**config.mk**
```make
export PLATFORM = sky130hd
export DESIGN_NAME = countdown_timer_irq
export DESIGN_NICKNAME = d
export VERILOG_FILES = /design/src/inc/cdt_pkg.sv /design/src/inc/tick_if.sv /design/src/logic/countdown_timer_irq.sv /design/src/logic/tick_prescaler.sv
export SDC_FILE = /design/constraint.sdc
export NUM_CORES = 1
export LEC_CHECK = 0
export ABC_CLOCK_PERIOD_IN_PS = 3400
export BUFFER_PORTS_ARGS = -buffer_cell sky130_fd_sc_hd__buf_4
export CORE_AREA = 2 2 99 101
export CTS_CLUSTER_SIZE = 8
export DETAILED_ROUTE_END_ITERATION = 10
export DIE_AREA = 0 0 101 103
export PLACE_DENSITY_LB_ADDON = 0.12
export SLEW_MARGIN = 0
export SYNTH_ARGS = -nofsm -noshare
export SYNTH_HDL_FRONTEND = slang
export SYNTH_SLANG_ARGS = --single-unit
export TNS_END_PERCENT = 50
```
**constraint.sdc**
```tcl
create_clock -name clk_i -period 3.4 [get_ports clk_i]
set_input_delay 0.34 -clock clk_i [delete_from_list [all_inputs] [get_ports clk_i]]
set_output_delay 0.34 -clock clk_i [all_outputs]
set_load 0.05 [all_outputs]
```
**src/inc/cdt_pkg.sv**
```systemverilog
/*
  constants, register map and field layout of the countdown timer block.
  assumes a 50 MHz system clock and a synchronous byte-wide register port.
*/
// What this block does
// RL1: reset: timer, reload off, 32Hz source
// RL2: reset: countdown interrupt enable cleared
// RL3: count only while run bit set
// RL4: select bits pick 32/8/1/0.5 Hz
// RL5: load value from low and high bytes
// RL6: periods 1..65535 valid, zero stops
// RL7: period ends when counter reaches zero
// RL8: auto reload restarts period after terminal count
// RL9: reload costs one extra tick
// RL10: flag set at terminal count when enabled
// RL11: interrupt mirrors flag, cleared by writing zero
// RL12: select and reload writable only when stopped
// RL13: count bytes writable only stopped, no reload
// RL14: interrupt active low open drain
// RL15: flag holds until software clears it
// RL16: locked bits keep value, others update
// RL17: prescaler ticks from 32.768 kHz oscillator
package cdt_pkg;
  // =========================================
  // register map
  localparam logic [7:0] ADDR_MAIN_CONTROL = 8'h00;
  localparam logic [7:0] ADDR_IRQ_ENABLE   = 8'h01;
  localparam logic [7:0] ADDR_IRQ_FLAG     = 8'h02;
  localparam logic [7:0] ADDR_COUNT_LOW    = 8'h18;
  localparam logic [7:0] ADDR_COUNT_HIGH   = 8'h19;
  // =========================================
  // field positions
  localparam int BIT_COUNT_RUN   = 1;
  localparam int BIT_AUTO_RELOAD = 2;
  localparam int BIT_SRC_SEL_LO  = 5;
  localparam int BIT_SRC_SEL_HI  = 6;
  localparam int BIT_CD_IRQ_EN   = 1;
  localparam int BIT_CD_FLAG     = 1;
  // =========================================
  // reset values
  localparam logic [1:0]  RST_SRC_SEL = 2'h0;
  localparam logic [7:0]  RST_MAIN_CTL = 8'h99;
  localparam logic [15:0] RST_COUNT = 16'h0000;
  // =========================================
  // prescaler: oscillator is 32.768 kHz, taps of a 16-bit divider
  localparam int OSC_HZ = 32768;
  localparam int SYS_HZ = 50000000;
  localparam int TAP_32HZ  = 9;
  localparam int TAP_8HZ   = 11;
  localparam int TAP_1HZ   = 14;
  localparam int TAP_HALFHZ = 15;
  typedef enum logic [1:0] {
    SRC_32HZ   = 2'b00,
    SRC_8HZ    = 2'b01,
    SRC_1HZ    = 2'b10,
    SRC_HALFHZ = 2'b11
  } src_sel_t;
  typedef enum logic [1:0] {
    ST_IDLE   = 2'b00,
    ST_COUNT  = 2'b01,
    ST_RELOAD = 2'b10
  } cd_state_t;
endpackage

```
**src/inc/tick_if.sv**
```systemverilog
/*
  carrier for the tick selection between the timer and its prescaler.
  assumes both ends share clk_i.
*/
`timescale 1ns/100ps
interface tick_if;
  logic [1:0] src_sel;
  logic       tick;
  modport timer (output src_sel, input tick);
  modport prescaler (input src_sel, output tick);
endinterface

```
**src/logic/countdown_timer_irq.sv**
```systemverilog
/*
  countdown timer with reload, flag and open-drain interrupt.
  assumes a synchronous byte register port: one write or read strobe per cycle.
*/
`timescale 1ns/100ps
module countdown_timer_irq
  import cdt_pkg::*;
#(
  // system clock rate, not below the oscillator rate
  parameter int CLK_HZ = SYS_HZ
)
(
  // clock and reset
  input  wire logic       clk_i,
  input  wire logic       rstn_i,
  // register port
  input  wire logic [7:0] addr_i,
  input  wire logic       wr_i,
  input  wire logic [7:0] wdata_i,
  input  wire logic       rd_i,
  output logic      [7:0] rdata_o,
  // interrupt pin
  output logic            irq_n_o,
  output logic            irq_n_oe_o,
  // status
  output logic            tick_o
);
  tick_if tk ();

  logic [7:0]  main_ctl;
  logic [7:0]  next_main_ctl;
  logic        irq_en;
  logic        next_irq_en;
  logic        flag;
  logic        next_flag;
  logic [15:0] period;
  logic [15:0] next_period;
  logic [15:0] cnt;
  logic [15:0] next_cnt;
  cd_state_t   state;
  cd_state_t   next_state;
  logic        terminal;
  logic [7:0]  next_rdata;
  logic        run;
  logic        reload;
  logic        wr_ctl;
  logic        wr_flag;
  logic        one_shot_done;
  logic        next_one_shot_done;

  tick_prescaler #(.CLK_HZ(CLK_HZ)) u_pre (
    .clk_i  (clk_i),
    .rstn_i (rstn_i),
    .tk     (tk)
  );

  assign run = main_ctl[BIT_COUNT_RUN];
  assign reload = main_ctl[BIT_AUTO_RELOAD];
  assign tk.src_sel = {main_ctl[BIT_SRC_SEL_HI], main_ctl[BIT_SRC_SEL_LO]}; // [RL4]
  assign wr_ctl = wr_i && (addr_i == ADDR_MAIN_CONTROL);
  assign wr_flag = wr_i && (addr_i == ADDR_IRQ_FLAG);

  // =========================================
  // registers
  always_comb
  begin
    next_main_ctl = main_ctl;
    next_irq_en = irq_en;
    next_period = period;
    if (wr_ctl)
    begin
      next_main_ctl = wdata_i;
      if (run)
      begin
        // locked fields keep their previous contents
        next_main_ctl[BIT_SRC_SEL_HI] = main_ctl[BIT_SRC_SEL_HI]; // [RL12] [RL16]
        next_main_ctl[BIT_SRC_SEL_LO] = main_ctl[BIT_SRC_SEL_LO]; // [RL12] [RL16]
        next_main_ctl[BIT_AUTO_RELOAD] = main_ctl[BIT_AUTO_RELOAD]; // [RL12] [RL16]
      end
    end
    if (wr_i && (addr_i == ADDR_IRQ_ENABLE))
      next_irq_en = wdata_i[BIT_CD_IRQ_EN];
    if (wr_i && !run && !reload) // [RL13]
    begin
      if (addr_i == ADDR_COUNT_LOW)
        next_period[7:0] = wdata_i; // [RL5]
      if (addr_i == ADDR_COUNT_HIGH)
        next_period[15:8] = wdata_i; // [RL5]
    end
  end

  always_ff @(posedge clk_i or negedge rstn_i)
  begin
    if (!rstn_i)
    begin
      main_ctl <= RST_MAIN_CTL; // [RL1]
      irq_en <= 1'b0; // [RL2]
      period <= RST_COUNT;
    end
    else
    begin
      main_ctl <= next_main_ctl;
      irq_en <= next_irq_en;
      period <= next_period;
    end
  end

  // =========================================
  // countdown engine
  always_comb
  begin
    next_state = state;
    next_cnt = cnt;
    terminal = 1'b0;
    if (!run) // [RL3]
      next_state = ST_IDLE;
    else
    begin
      unique case (state)
        ST_IDLE:
        begin
          next_cnt = period;
          // zero period leaves the timer stopped; a finished one-shot waits
          // for the control register to be written again
          if ((period != 16'h0000) && !one_shot_done) // [RL6]
            next_state = ST_COUNT;
        end
        ST_COUNT:
        begin
          if (tk.tick)
          begin
            next_cnt = cnt - 16'h0001;
            if (cnt == 16'h0001) // [RL7]
            begin
              terminal = 1'b1;
              next_state = reload ? ST_RELOAD : ST_IDLE; // [RL8]
            end
          end
        end
        ST_RELOAD:
        begin
          // reload uses one source tick
          if (tk.tick) // [RL9]
          begin
            next_cnt = period; // [RL8]
            next_state = ST_COUNT;
          end
        end
        default: next_state = ST_IDLE;
      endcase
    end
    // one-shot: idle after a period without reload until control is written
    next_one_shot_done = one_shot_done;
    if (terminal && !reload)
      next_one_shot_done = 1'b1;
    else if (state == ST_COUNT)
      next_one_shot_done = 1'b0;
    if (!run || wr_ctl)
      next_one_shot_done = 1'b0;
  end

  always_ff @(posedge clk_i or negedge rstn_i)
  begin
    if (!rstn_i)
    begin
      cnt <= RST_COUNT;
      state <= ST_IDLE;
      one_shot_done <= 1'b0;
    end
    else
    begin
      cnt <= next_cnt;
      state <= next_state;
      one_shot_done <= next_one_shot_done;
    end
  end

  // =========================================
  // flag and read data
  always_comb
  begin
    next_flag = flag;
    if (wr_flag && !wdata_i[BIT_CD_FLAG])
      next_flag = 1'b0; // [RL11]
    if (terminal && irq_en)
      next_flag = 1'b1; // [RL10] [RL15]
    next_rdata = 8'h00;
    if (rd_i)
    begin
      unique case (addr_i)
        ADDR_MAIN_CONTROL: next_rdata = main_ctl;
        ADDR_IRQ_ENABLE:   next_rdata = 8'(irq_en) << BIT_CD_IRQ_EN;
        ADDR_IRQ_FLAG:     next_rdata = 8'(flag) << BIT_CD_FLAG;
        ADDR_COUNT_LOW:    next_rdata = period[7:0];
        ADDR_COUNT_HIGH:   next_rdata = period[15:8];
        default:           next_rdata = 8'h00;
      endcase
    end
  end

  always_ff @(posedge clk_i or negedge rstn_i)
  begin
    if (!rstn_i)
    begin
      flag <= 1'b0;
      rdata_o <= 8'h00;
    end
    else
    begin
      flag <= next_flag;
      rdata_o <= next_rdata;
    end
  end

  // =========================================
  // open-drain interrupt: drive low while flag is set
  assign irq_n_o = 1'b0; // [RL14]
  assign irq_n_oe_o = flag; // [RL11] [RL14]
  assign tick_o = tk.tick;
endmodule

```
**src/logic/tick_prescaler.sv**
```systemverilog
/*
  derives the four timer tick rates from the system clock.
  assumes clk_i at CLK_HZ, not below the oscillator rate; an oscillator enable
  is made by phase accumulation.
*/
`timescale 1ns/100ps
module tick_prescaler
  import cdt_pkg::*;
#(
  // system clock rate
  parameter int CLK_HZ = SYS_HZ
)
(
  // clock and reset
  input  wire logic clk_i,
  input  wire logic rstn_i,
  // tick link
  tick_if.prescaler tk
);
  logic [25:0] acc;
  logic [25:0] next_acc;
  logic        osc_en;
  logic [15:0] div;
  logic [15:0] next_div;
  logic [15:0] rise;
  logic        tick_r;
  logic        next_tick;

  // =========================================
  // oscillator enable and divider
  always_comb
  begin
    osc_en = 1'b0;
    next_acc = acc + 26'(OSC_HZ);
    if (next_acc >= 26'(CLK_HZ))
    begin
      next_acc = next_acc - 26'(CLK_HZ);
      osc_en = 1'b1;
    end
    next_div = osc_en ? div + 16'h0001 : div; // [RL17]
    rise = next_div & ~div;
    unique case (src_sel_t'(tk.src_sel))
      SRC_32HZ:   next_tick = osc_en & rise[TAP_32HZ];
      SRC_8HZ:    next_tick = osc_en & rise[TAP_8HZ];
      SRC_1HZ:    next_tick = osc_en & rise[TAP_1HZ];
      SRC_HALFHZ: next_tick = osc_en & rise[TAP_HALFHZ]; // [RL4]
    endcase
  end

  always_ff @(posedge clk_i or negedge rstn_i)
  begin
    if (!rstn_i)
    begin
      acc <= 26'h0000000;
      div <= 16'h0000;
      tick_r <= 1'b0;
    end
    else
    begin
      acc <= next_acc;
      div <= next_div;
      tick_r <= next_tick;
    end
  end

  assign tk.tick = tick_r; // [RL17]
endmodule

```
* Word-level counts from Yosys, hierarchy flattened
Index checks and enable logic that the tools add are counted.
Widths: inputs -> output; s select.
** Operators by class
- $add $sub $neg :: 4
- Multiply operators :: 0
- Divide/modulo/power cells :: 0
- Magnitude comparators :: 1
- Equal/unequal tests :: 16
- Shifts and indexed selects :: 0
- Mux-type cells :: 25
- Bitwise operators :: 7
- Reduce and logical (&&, ||, !) cells :: 26
** Operators by type and width (count)
- $mux 16 :: 3
- $pmux 16 s3 :: 1
- $pmux 8 s5 :: 1
- $add 26x16->26 const B :: 1
- $ge 26x26->1 const B :: 1
- $mux 26 :: 1
- $sub 26x26->26 const B :: 1
- $add 16x1->16 const B :: 1
- $and 16x16->16 :: 1
- $eq 16x1->1 const B :: 1
- $eq 8x5->1 const B :: 2
- $not 16->16 :: 1
- $reduce_bool 16->1 :: 1
- $sub 16x1->16 const B :: 1
- $mux 2 :: 6
- $mux 1 :: 10
- $logic_and 1x1->1 :: 9
- $eq 8x1->1 const B :: 1
- $eq 8x2->1 const B :: 1
- $logic_not 8->1 :: 1
- $mux 8 :: 1
- $reduce_and 4->1 :: 2
- $eq 2x2->1 const B :: 3
- $ne 3x2->1 const B :: 2
- 13 further kinds :: 26
** Storage, ports and cells
- Register bits after elaboration :: 96
- Bits in latches :: 0
- Bits in writable memories :: 0
- Bits in read-only memories :: 0
- Input port bits :: 20
- Word-level logic and storage cells :: 92
- Memories :: 0

* Depth between registers and ports, before layout
Gate-level depths: netlist of the first run.
- Depth in word-level cells :: 8
- Mapped depth :: 11
- Mapped depth without buffers :: 9

* Modules after synthesis
A second synthesis of the first run with hierarchy kept.
** Second synthesis, totals
- Cells, all modules :: 482
- Area, all modules :: 4934.7 um^2
** Modules (own cells, without submodules)
- countdown_timer_irq :: times used 1, cells an instance 270, area an instance 2831.5 um^2, sequential area each 1331.3 um^2
- tick_prescaler :: times used 1, cells an instance 212, area an instance 2103.3 um^2, sequential area each 900.9 um^2

* Worst setup path before layout of the first run
No wires, ideal clock.
- Path kind :: reg-to-reg
- From :: register u_pre.acc[16]
- To :: register u_pre.acc[10]
- Setup time :: 0.123 ns
- Arrival :: 2.484 ns
- Required time :: 3.277 ns
- Slack :: 0.793 ns
- Stages on the path, launching flop included :: 9
- Clock period less this slack :: 2.607 ns
- Path through :: dfrtp_1 ha_1 xnor2_1 or4_1 o211a_2 o21ba_4 or2_4 or4_1 xnor2_1
** On the way
- Longest elaborated chain between the ends :: 3
** Ends and longest elaborated chain
- start, declared :: RTL line tick_prescaler.sv:20 : logic [25:0] acc;
- start signal, assigned :: RTL line tick_prescaler.sv:60 : acc <= next_acc;
- $add 26x16->26 :: RTL line tick_prescaler.sv:34 : next_acc = acc + 26'(OSC_HZ);
- $ge 26x26->1 :: RTL line tick_prescaler.sv:35 : if (next_acc >= 26'(CLK_HZ))
- $mux 26 :: RTL line tick_prescaler.sv:35
No other way between the ends.
A chain may end at the register's enable or synchronous reset.

* Worst setup path in the final report of the first run
- From :: register u_pre.acc[15]
- To :: register u_pre.acc[10]
The elaborated chain is that of the path after synthesis.

==> out/summary.txt, run 1 <==
Warnings, synthesis - 0
Bufs and invs on worst path - 0
layout cells sized above 1 - 16.3%
Num Clock Sinks - 89
CP endpoint kind - flop
Syn Nets - 504
Max-Cap Viols - 0
Multi-input gate area - 2240 sq um
Routed wire per std cell - 16.5 microns
P&R area growth vs syn - 10.9%
Initial Util - 48.6%
Post-synth EDFFs - 0
# diodes - 0
Slew Limit Fails - 0
final hold vios - 0
drc violations - 0
Reg clk slew, reported paths - 90 ps
final wirelength - 10300 microns
CP Data Arrival Time - 3180 ps
cts repair resizes - 0
FF+latch count, synth - 89
Cell Rows - 36
I/O pins - 31
pre-CTS WS - 490 ps
placed cell area - 4920 sq um
CP delay by family, top - simple AND/OR/NAND/NOR gates
CP max stage cell - or4_1
setup TNS - 0 ps
critical-path maximum fanout - 13
Final period util - 85.7%
final instance area - 5100 sq um
CP cell instances - ha_1, xnor2_1, or4_1, o211a_2, o21ba_4, or2_4, or4_1, xnor2_1
Min Hold Slack - 170 ps
cts hold-fix bufs - 1
DRT Pass-1 Iters - 4
Worst path max stage delay - 560 ps
HPWL Detailed - 7320 microns
mapped cell area - 4600 sq um
GR Layer Usage met3 - 4.20%
first-pass GRT wire length - 17000 microns
Post-DRT Antenna Nets - 0
GRT overflow - 0
Global Route met2 Usage - 31.1%
critical path class - flop to flop
DRT iter0 DRCs - 160
Synth Flop Type - dfrtp_1
Worst-Skew Late Latency - 370 ps
PortBufs - 29
Final setup viols - 0
Vias - 3577
Inserted Clock Buffers - 9
register area - 2230 sq um
antenna violations before repair - 0
Final min period - 2910 ps
IR drop worst, VDD - 0.236 mV
Die Span X - 101 microns
PwrDens - 441 nW/um^2
Non-Filler Instances - 623
Peak Freq - 343 MHz
H-tree depth - 3
Die Area - 10400 sq um
CP Depth - 8
met1 GRT Util - 31.3%
worst setup margin - 487 ps
Syn Area/Cell - 9.64 sq um
Synth Instances - 477
GRT busiest layer - met1
Vias/cell - 5.74
ys async rst share - 100%
Rel. slew slack - 47.8%
largest net degree at the start of global routing - 38
core area - 9460 sq um
R2R depth - 8
slew at the pin closest to its max-slew limit - 775 ps
Post-Place Cells - 606
unrepaired setup endpoints after global routing - false
Die Height - 103 microns
Post-CTS Setup Inserts - 0
Clock Tree Root - clkbuf_8
outcome - complete, no violations
Max clock buf depth - 2
final net count - 531
vias in the first global route - 3363
CP Launch Type - flop
hold crit path type - input pin to flop
WP data required - 3660 ps
P_leak - 2.17 nW
fraction of the yosys area taken by sequential cells - 48.5%
routability congestion estimate - 0.849
Fillers - 875
Hold Path Stages - 3
Worst Skew - 8.80 ps
library cells used by synthesis - 64
CTS tree - built
gr usage total - 21.2%
-- tightest hold or removal path: cells and delay by family --
| kind | cells | cell delay, ps |
|---|---|---|
| buffers and inverters | 1 | 110 |
| and+or+nand+nor | 2 | 90 |
-- where the power goes --
group / internal (W) / switching, W
Combinational: 0.000132 / 0.000185
Clock: 0.000268 / 0.000393
Sequential: 0.00116 / 0.000116
-- cells in the final DEF (no fill, tap or decap), types with 3 or more instances in the layout --
cell	count
clkbuf_8	9
nand2_1	50
ha_1	7
and3_1	3
or4_1	4
xor2_1	9
a31oi_1	8
xnor2_1	29
o21ai_0	20
nor3_1	13
dfrtp_1	85
a211oi_1	4
nand3_1	20
dfstp_2	4
inv_1	11
o22ai_1	7
nor3_2	4
o31ai_1	3
nand2b_1	3
nor4_1	6
a21oi_1	27
mux2_2	16
a22oi_1	8
nand4b_1	3
or3_1	6
buf_4	35
nand4_1	12
nor2_1	51
-- synthesized netlist by cell type (all sizes together), types with 2 or more instances --
library cell / number / area, sq um
nor4: 6 / 37.5
and3: 3 / 18.8
mux2: 17 / 191
o311ai: 2 / 17.5
dfstp: 4 / 105
o22ai: 7 / 43.8
nor2: 51 / 191
a21oi: 28 / 144
a22oi: 8 / 60.1
buf: 4 / 22.5
and4: 2 / 17.5
a21boi: 3 / 22.5
ha: 7 / 87.6
o21ai: 22 / 110
dfrtp: 85 / 2130
nand3: 20 / 100
xor2: 9 / 78.8
xnor2: 29 / 254
and4b: 2 / 20.0
mux2i: 2 / 20.0
and2: 2 / 12.5
clkbuf: 16 / 61.3
or3: 6 / 37.5
or4: 5 / 41.3
nand4: 12 / 75.1
nor3b: 2 / 15.0
nand4b: 3 / 26.3
o21ba: 2 / 26.3
a31oi: 8 / 50.1
nor3: 17 / 105
o21a: 2 / 15.0
nand2b: 3 / 18.8
inv: 11 / 41.3
nand2: 50 / 188
a211oi: 4 / 30.0
or2: 3 / 21.3
nor2b: 2 / 12.5
o31ai: 3 / 22.5
-- worst paths after layout --
| kind | from | endpoint | slack, ps |
|---|---|---|---|
| max in group asynchronous | rstn_i | main_ctl[7] | 2070 |
| min in group asynchronous | rstn_i | async pin | 470 |
| min | wdata_i[4] | main_ctl[4] | 170 |
| min reg2reg | main_ctl[0] | main_ctl[0] | 470 |
| max | u_pre.acc[15] | u_pre.acc[10] | 490 |
| max reg2reg | u_pre.acc[15] | u_pre.acc[10] | 490 |
-- kinds of logic (layout without fill, tap and decap cells) --
family / after synthesis / count (layout) / share of synthesized area [%]
AO/OA/AOI/OAI: 99 / 99 / 13.7
AND/OR/NAND/NOR: 193 / 193 / 21.2
flip-flops: 89 / 89 / 48.5
adder cells (fa/ha/maj): 7 / 7 / 1.90
multiplexers: 19 / 19 / 4.60
other: 1 / 1 / 0.0815
XOR/XNOR: 38 / 38 / 7.24
buffers and inverters: 31 / 63 / 2.72
-- through the flow --
stage,total power (W),utilization [%]
after floorplan,0.00148,-
after global placement,0.00160,52.0
after detailed placement,0.00161,52.0
after CTS,0.00227,53.9
after global routing,0.00239,53.9
final,0.00225,53.9
-- metal layers --
metal  part of all wire (%)  wire length [microns]
met4                    1.8                    187
met5                      0                      0
met3                    5.1                    529
met2                     43                   4390
met1                     50                   5180
-- area by class of cell --
type	count	share of cell area, %
Clock buffer	10	2.50
Clock inverter	6	0.834
Inverter	11	0.809
Multi-Input combinational cell	357	44.0
Sequential cell	89	43.8
Tap cell	114	2.80
Timing Repair Buffer	36	5.35
(Power assumes the default switching activity.)
==> run 2, diff against run 1 <==
ABC_CLOCK_PERIOD_IN_PS = 3600   (was 3400)
clock period = 3.6 ns   (was 3.4 ns; I/O delays follow)
==> run 2 against run 1 <==
Compared with the run above:
- register-to-register slack gained 230 ps
- die area unchanged
- design area is 0.22% higher
- first-iteration DRC count rose by 24%
- routed wire length down 0.92%
- utilization rose by 0.12 points
- sequential share of layout area down 0.096 points
- global-route usage shrank 0.27 points
==> out/summary.txt, run 2 (synthesis gave the netlist of run 1 again) <==
outcome - complete, no violations
critical path class - flop to flop
clock power share - 31.3%
CP endpoint kind - flop
Global Route met2 Usage - 31.6%
hold crit path type - input pin to async pin
pre-CTS WS - 712 ps
Comb pwr share - 13.7%
IR drop worst, VDD - 0.179 mV
Fillers - 852
CTS tree - built
PwrDens - 427 nW/um^2
P&R area growth vs syn - 11.2%
GRT busiest layer - met2
Flop pwr share - 55.0%
vias in the first global route - 3302
I/O pins - 31
Final min period - 2890 ps
Vias/cell - 5.78
slew at the pin closest to its max-slew limit - 850 ps
Sw Share - 30.0%
Cell Rows - 36
routability congestion estimate - 0.791
cts hold-fix bufs - 0
GRT overflow - 0
Post-DRT Antenna Nets - 0
final hold vios - 0
Die Area - 10400 sq um
Slew Limit Fails - 0
most frequent cells in the layout - dfrtp_1 (85), nor2_1 (51), nand2_1 (50)
Num Clock Sinks - 89
NetSw - 0.000654 W
Inserted Clock Buffers - 9
layout cells sized above 1 - 16.4%
cts repair resizes - 0
Vias - 3592
drc violations - 0
CP Data Arrival Time - 3130 ps
worst setup margin - 714 ps
Worst-Skew Late Latency - 350 ps
fin util - 54.0%
Rel. slew slack - 43.3%
internal cell power - 0.00153 W
Peak Freq - 347 MHz
Max-Cap Viols - 0
Worst Skew - 12.5 ps
most common cell after layout, fill and taps aside - dfrtp_1
final net count - 529
H-tree depth - 3
met1 GRT Util - 31.0%
HPWL Detailed - 7190 microns
final wirelength - 10200 microns
WP data required - 3850 ps
Post-CTS Setup Inserts - 0
# diodes - 0
DRT iter0 DRCs - 198
P_leak - 2.18 nW
antenna violations before repair - 0
critical-path maximum fanout - 13
final instance area - 5110 sq um
setup TNS - 0 ps
Non-Filler Instances - 621
PortBufs - 29
DRT Pass-1 Iters - 5
Die Span X - 101 microns
Final period util - 80.2%
unrepaired setup endpoints after global routing - false
gr usage total - 21.0%
Max clock buf depth - 2
first-pass GRT wire length - 17100 microns
GR Layer Usage met3 - 3.32%
Die Height - 103 microns
Routed wire per std cell - 16.4 microns
core area - 9460 sq um
CP Launch Type - flop
Post-Place Cells - 605
Clock Tree Root - clkbuf_8
Initial Util - 48.6%
Final setup viols - 0
Reg clk slew, reported paths - 90 ps
placed cell area - 4910 sq um
largest net degree at the start of global routing - 68
==> run 2: cell count changes in the layout (fill, tap and decap cells not counted) <==
| cell | change |
|---|---|
| clkbuf_8 | +3 |
| clkinv_2 | -2 |
| clkinv_4 | +2 |
| buf_4 | -1 |
| clkbuf_1 | -1 |
| clkinvlp_4 | -1 |
| dlygate4sd3_1 | -1 |
| inv_6 | -1 |
==> run 2: path summary, 6_finish.rpt <==
kind / endpoint / depth (start not counted) / slack [ps] / start
hold reg to reg: main_ctl[7] / 2 / 460 / main_ctl[7]
min in group clk_i: main_ctl[4] / 3 / 210 / wdata_i[4]
setup / recovery: u_pre.acc[10] / 8 / 710 / u_pre.acc[15]
hold / removal: async pin / 1 / 100 / rstn_i
max in group asynchronous: u_pre.acc[11] / 2 / 2650 / rstn_i
setup reg to reg: u_pre.acc[10] / 8 / 710 / u_pre.acc[15]
==> run 2: per-stage QoR <==
| step | hold WS (ps) | power (W) |
|---|---|---|
| after floorplan | 64.4 | 0.00140 |
| after global placement | 446 | 0.00151 |
| after CTS | 135 | 0.00220 |
| final | 103 | 0.00218 |
| after detailed placement | 448 | 0.00152 |
| after global routing | 164 | 0.00231 |
==> run 2: critical path, cell delays in order, from the launching register on <==
cell and delay (ps):
dfrtp_1 470, ha_1 290, xnor2_1 220, or4_1 550
o211a_2 160, o21ba_4 210, or2_4 300, or4_1 430
xnor2_1 140
==> run 2: per-layer routing <==
metal | routed length [microns] | share of wire [%]
met5 | 0 | 0
met4 | 130 | 1.3
met3 | 471 | 4.6
met2 | 4470 | 44
met1 | 5130 | 50
==> run 2: area by class of cell <==
type	count	area (sq um)	area share (%)
clock inverter	4	33.8	0.661
multi-input combinational	357	2240	43.9
inverter	11	41.3	0.808
tap	114	143	2.79
timing repair buffer	34	255	4.99
clock buffer	12	165	3.23
sequential	89	2230	43.7
==> run 2: power groups by stage <==
stage | combinational, W | sequential [W] | clock [W]
2_1_floorplan | 0.000215 | 0.00119 | 0
3_3_place_gp | 0.000292 | 0.00121 | 0
3_5_place_dp | 0.000304 | 0.00122 | 0
4_1_cts | 0.000304 | 0.00120 | 0.000703
5_1_grt | 0.000353 | 0.00122 | 0.000743
6_report | 0.000300 | 0.00120 | 0.000683
==> run 3, diff against run 2 <==
ABC_AREA = 1   (was not set)
ABC_CLOCK_PERIOD_IN_PS = 2500   (was 3600)
CORE_AREA = 2 2 101 103   (was 2 2 99 101)
DIE_AREA = 0 0 103 105   (was 0 0 101 103)
clock period = 2.5 ns   (was 3.6 ns; I/O delays follow)
==> run 3 against run 2 <==
Compared with the run above:
- worst hold slack got worse by 15 ps
- routed wire length rose by 3.6%
- critical path depth increased by 7
==> out/summary.txt, run 3 <==
Die Area - 10800 sq um
FF+latch count, synth - 89
CP cell instances - ha_1, nand2_2, inv_2, nor2_4, inv_2, nor2_1, nor2_1, nand3_1, nand2_2, nand2_4, nand2_8, inv_4, buf_4, nand3b_1, xnor2_1
Post-DRT Antenna Nets - 0
first-pass GRT wire length - 18200 microns
Warnings, synthesis - 0
IR drop worst, VDD - 0.323 mV
Inserted Clock Buffers - 9
outcome - complete, no violations
library cells used by synthesis - 39
layout cells sized above 1 - 13.8%
final instance area - 5410 sq um
most common cell after layout, fill and taps aside - nand2_1
setup TNS - 0 ps
antenna violations before repair - 0
I/O pins - 31
ys async rst share - 100%
Max-Cap Viols - 0
H-tree depth - 3
critical-path maximum fanout - 18
Rel. slew slack - 59.8%
Worst Setup EP - u_pre.acc[18]
Clock Tree Root - clkbuf_8
pre-CTS WS - 99.8 ps
Cell Rows - 36
count leader, synth - nand2_1
Die Span X - 103 microns
CP Launch Type - flop
Worst Skew - 6.51 ps
worst r2r src - u_pre.acc[15]
Vias/cell - 5.07
Bufs and invs on worst path - 4
top post-synthesis cells by area - dfrtp_1 (44%), nand2_1 (8.7%), inv_1 (6.7%), o21ai_0 (5.9%), xor2_1 (5.7%)
final net count - 660
critical path class - flop to flop
DRT Pass-1 Iters - 5
most frequent cells in the layout - nand2_1 (111), inv_1 (85), dfrtp_1 (84)
gr usage total - 21.6%
Initial Util - 49.6%
unrepaired setup endpoints after global routing - false
Num Clock Sinks - 89
Syn Nets - 618
largest net degree at the start of global routing - 48
Post-synth EDFFs - 0
P_leak - 2.64 nW
CP endpoint kind - flop
Final min period - 2300 ps
Vias - 3906
Multi-input gate area - 2170 sq um
drc violations - 0
fraction of the yosys area taken by sequential cells - 46.7%
register area - 2230 sq um
WP data required - 2740 ps
Peak Freq - 435 MHz
R2R depth - 15
Fillers - 943
GRT overflow - 0
Final setup viols - 0
final hold vios - 0
Slew Limit Fails - 0
CP delay by family, top - simple AND/OR/NAND/NOR gates
crit path launch - u_pre.acc[15]
mapped cell area - 4780 sq um
CP max stage cell - dfrtp_2
Routed wire per std cell - 13.7 microns
area share of the largest cell type after synthesis - 44.5%
reg2reg end - u_pre.acc[18]
final wirelength - 10600 microns
slew at the pin closest to its max-slew limit - 603 ps
Post-CTS Setup Inserts - 0
R2R Setup Slk - 200 ps
CP Depth - 15
P&R area growth vs syn - 13.1%
routability congestion estimate - 0.861
vias in the first global route - 3810
# diodes - 0
Post-synth top cells - nand2_1 (111), dfrtp_1 (85), inv_1 (85)
hold crit path type - input pin to flop
Max clock buf depth - 2
HPWL Detailed - 7970 microns
PortBufs - 29
placed cell area - 5190 sq um
core area - 9640 sq um
Syn Area/Cell - 8.09 sq um
DRT iter0 DRCs - 166
CTS tree - built
CP Data Arrival Time - 2540 ps
Synth Flop Type - dfrtp_1
Synth Instances - 591
Worst-Skew Late Latency - 360 ps
Final period util - 91.9%
Reg clk slew, reported paths - 80 ps
PwrDens - 547 nW/um^2
Worst path max stage delay - 450 ps
area leader, netlist - dfrtp_1
worst setup margin - 202 ps
Die Height - 105 microns
==> run 3: cell count changes after synthesis, sizes merged, moves of 14 or more <==
cell | previous run | this run
nor3 | 17 | 3
nor2 | 51 | 81
xnor2 | 29 | 11
mux2 | 17 | 0
inv | 11 | 90
nand2 | 50 | 120
o21ai | 22 | 57
xor2 | 9 | 31
==> run 3: cell type report <==
cell class / instances / share of cell area [%]
clock inverter: 3 / 0.787
timing repair buffer: 40 / 5.60
inverter: 91 / 6.36
multi-input combinational: 402 / 40.1
clock buffer: 13 / 2.75
sequential: 89 / 41.3
tap: 133 / 3.08
==> run 3: metal layers <==
layer | routed length (microns) | GRT usage (%)
met5 | 0 | 0
met4 | 131 | 7.05
met3 | 466 | 3.75
met2 | 4790 | 31.4
met1 | 5180 | 32.4
==> run 3: kinds of logic (layout without fill, tap and decap cells) <==
kind of cell / Yosys count / count (layout) / share of synthesized area, %
fa+ha+maj: 7 / 7 / 1.83
flops: 89 / 89 / 46.7
buf+inv: 100 / 147 / 8.24
other cells: 1 / 1 / 0.0784
simple gates: 248 / 248 / 23.2
xor+xnor: 42 / 42 / 7.85
compound gates: 104 / 104 / 12.1
==> run 3: how the worst min path moves through the flow <==
| stage | startpoint | end | slack, ps | cells after the start |
|---|---|---|---|---|
| finish | wr_i | irq_en | 90 | 2 |
| global placement | rstn_i | u_pre.acc[15] | 300 | 1 |
| floorplan | rstn_i | async pin | -50 | 0 |
| detailed placement | rstn_i | u_pre.acc[15] | 300 | 1 |
| CTS | wr_i | irq_en | 80 | 2 |
| global route | wr_i | irq_en | 90 | 2 |
==> run 3: power by group <==
part / leakage, nW / switching, W / internal (W)
clock network: 0.0936 / 0.000499 / 0.000490
registers: 1.21 / 0.0000527 / 0.00149
logic: 1.34 / 0.000279 / 0.000145
==> run 3: through the flow <==
stage,cells,hold slack [ps],util [%],total power [W]
final,771,88.1,56.1,0.00296
after CTS,771,75.7,55.9,0.00299
after global routing,771,85.5,56.1,0.00312
after detailed placement,754,301,53.8,0.00199
after floorplan,591,-45.6,-,0.00184
after global placement,754,303,53.8,0.00199
==> run 3: repair_timing <==
action	4_1_cts	5_1_grt
gates resized for setup	0	4
hold buffers	1	0
endpoints found under the hold margin	44	0
setup endpoints to repair	0	14
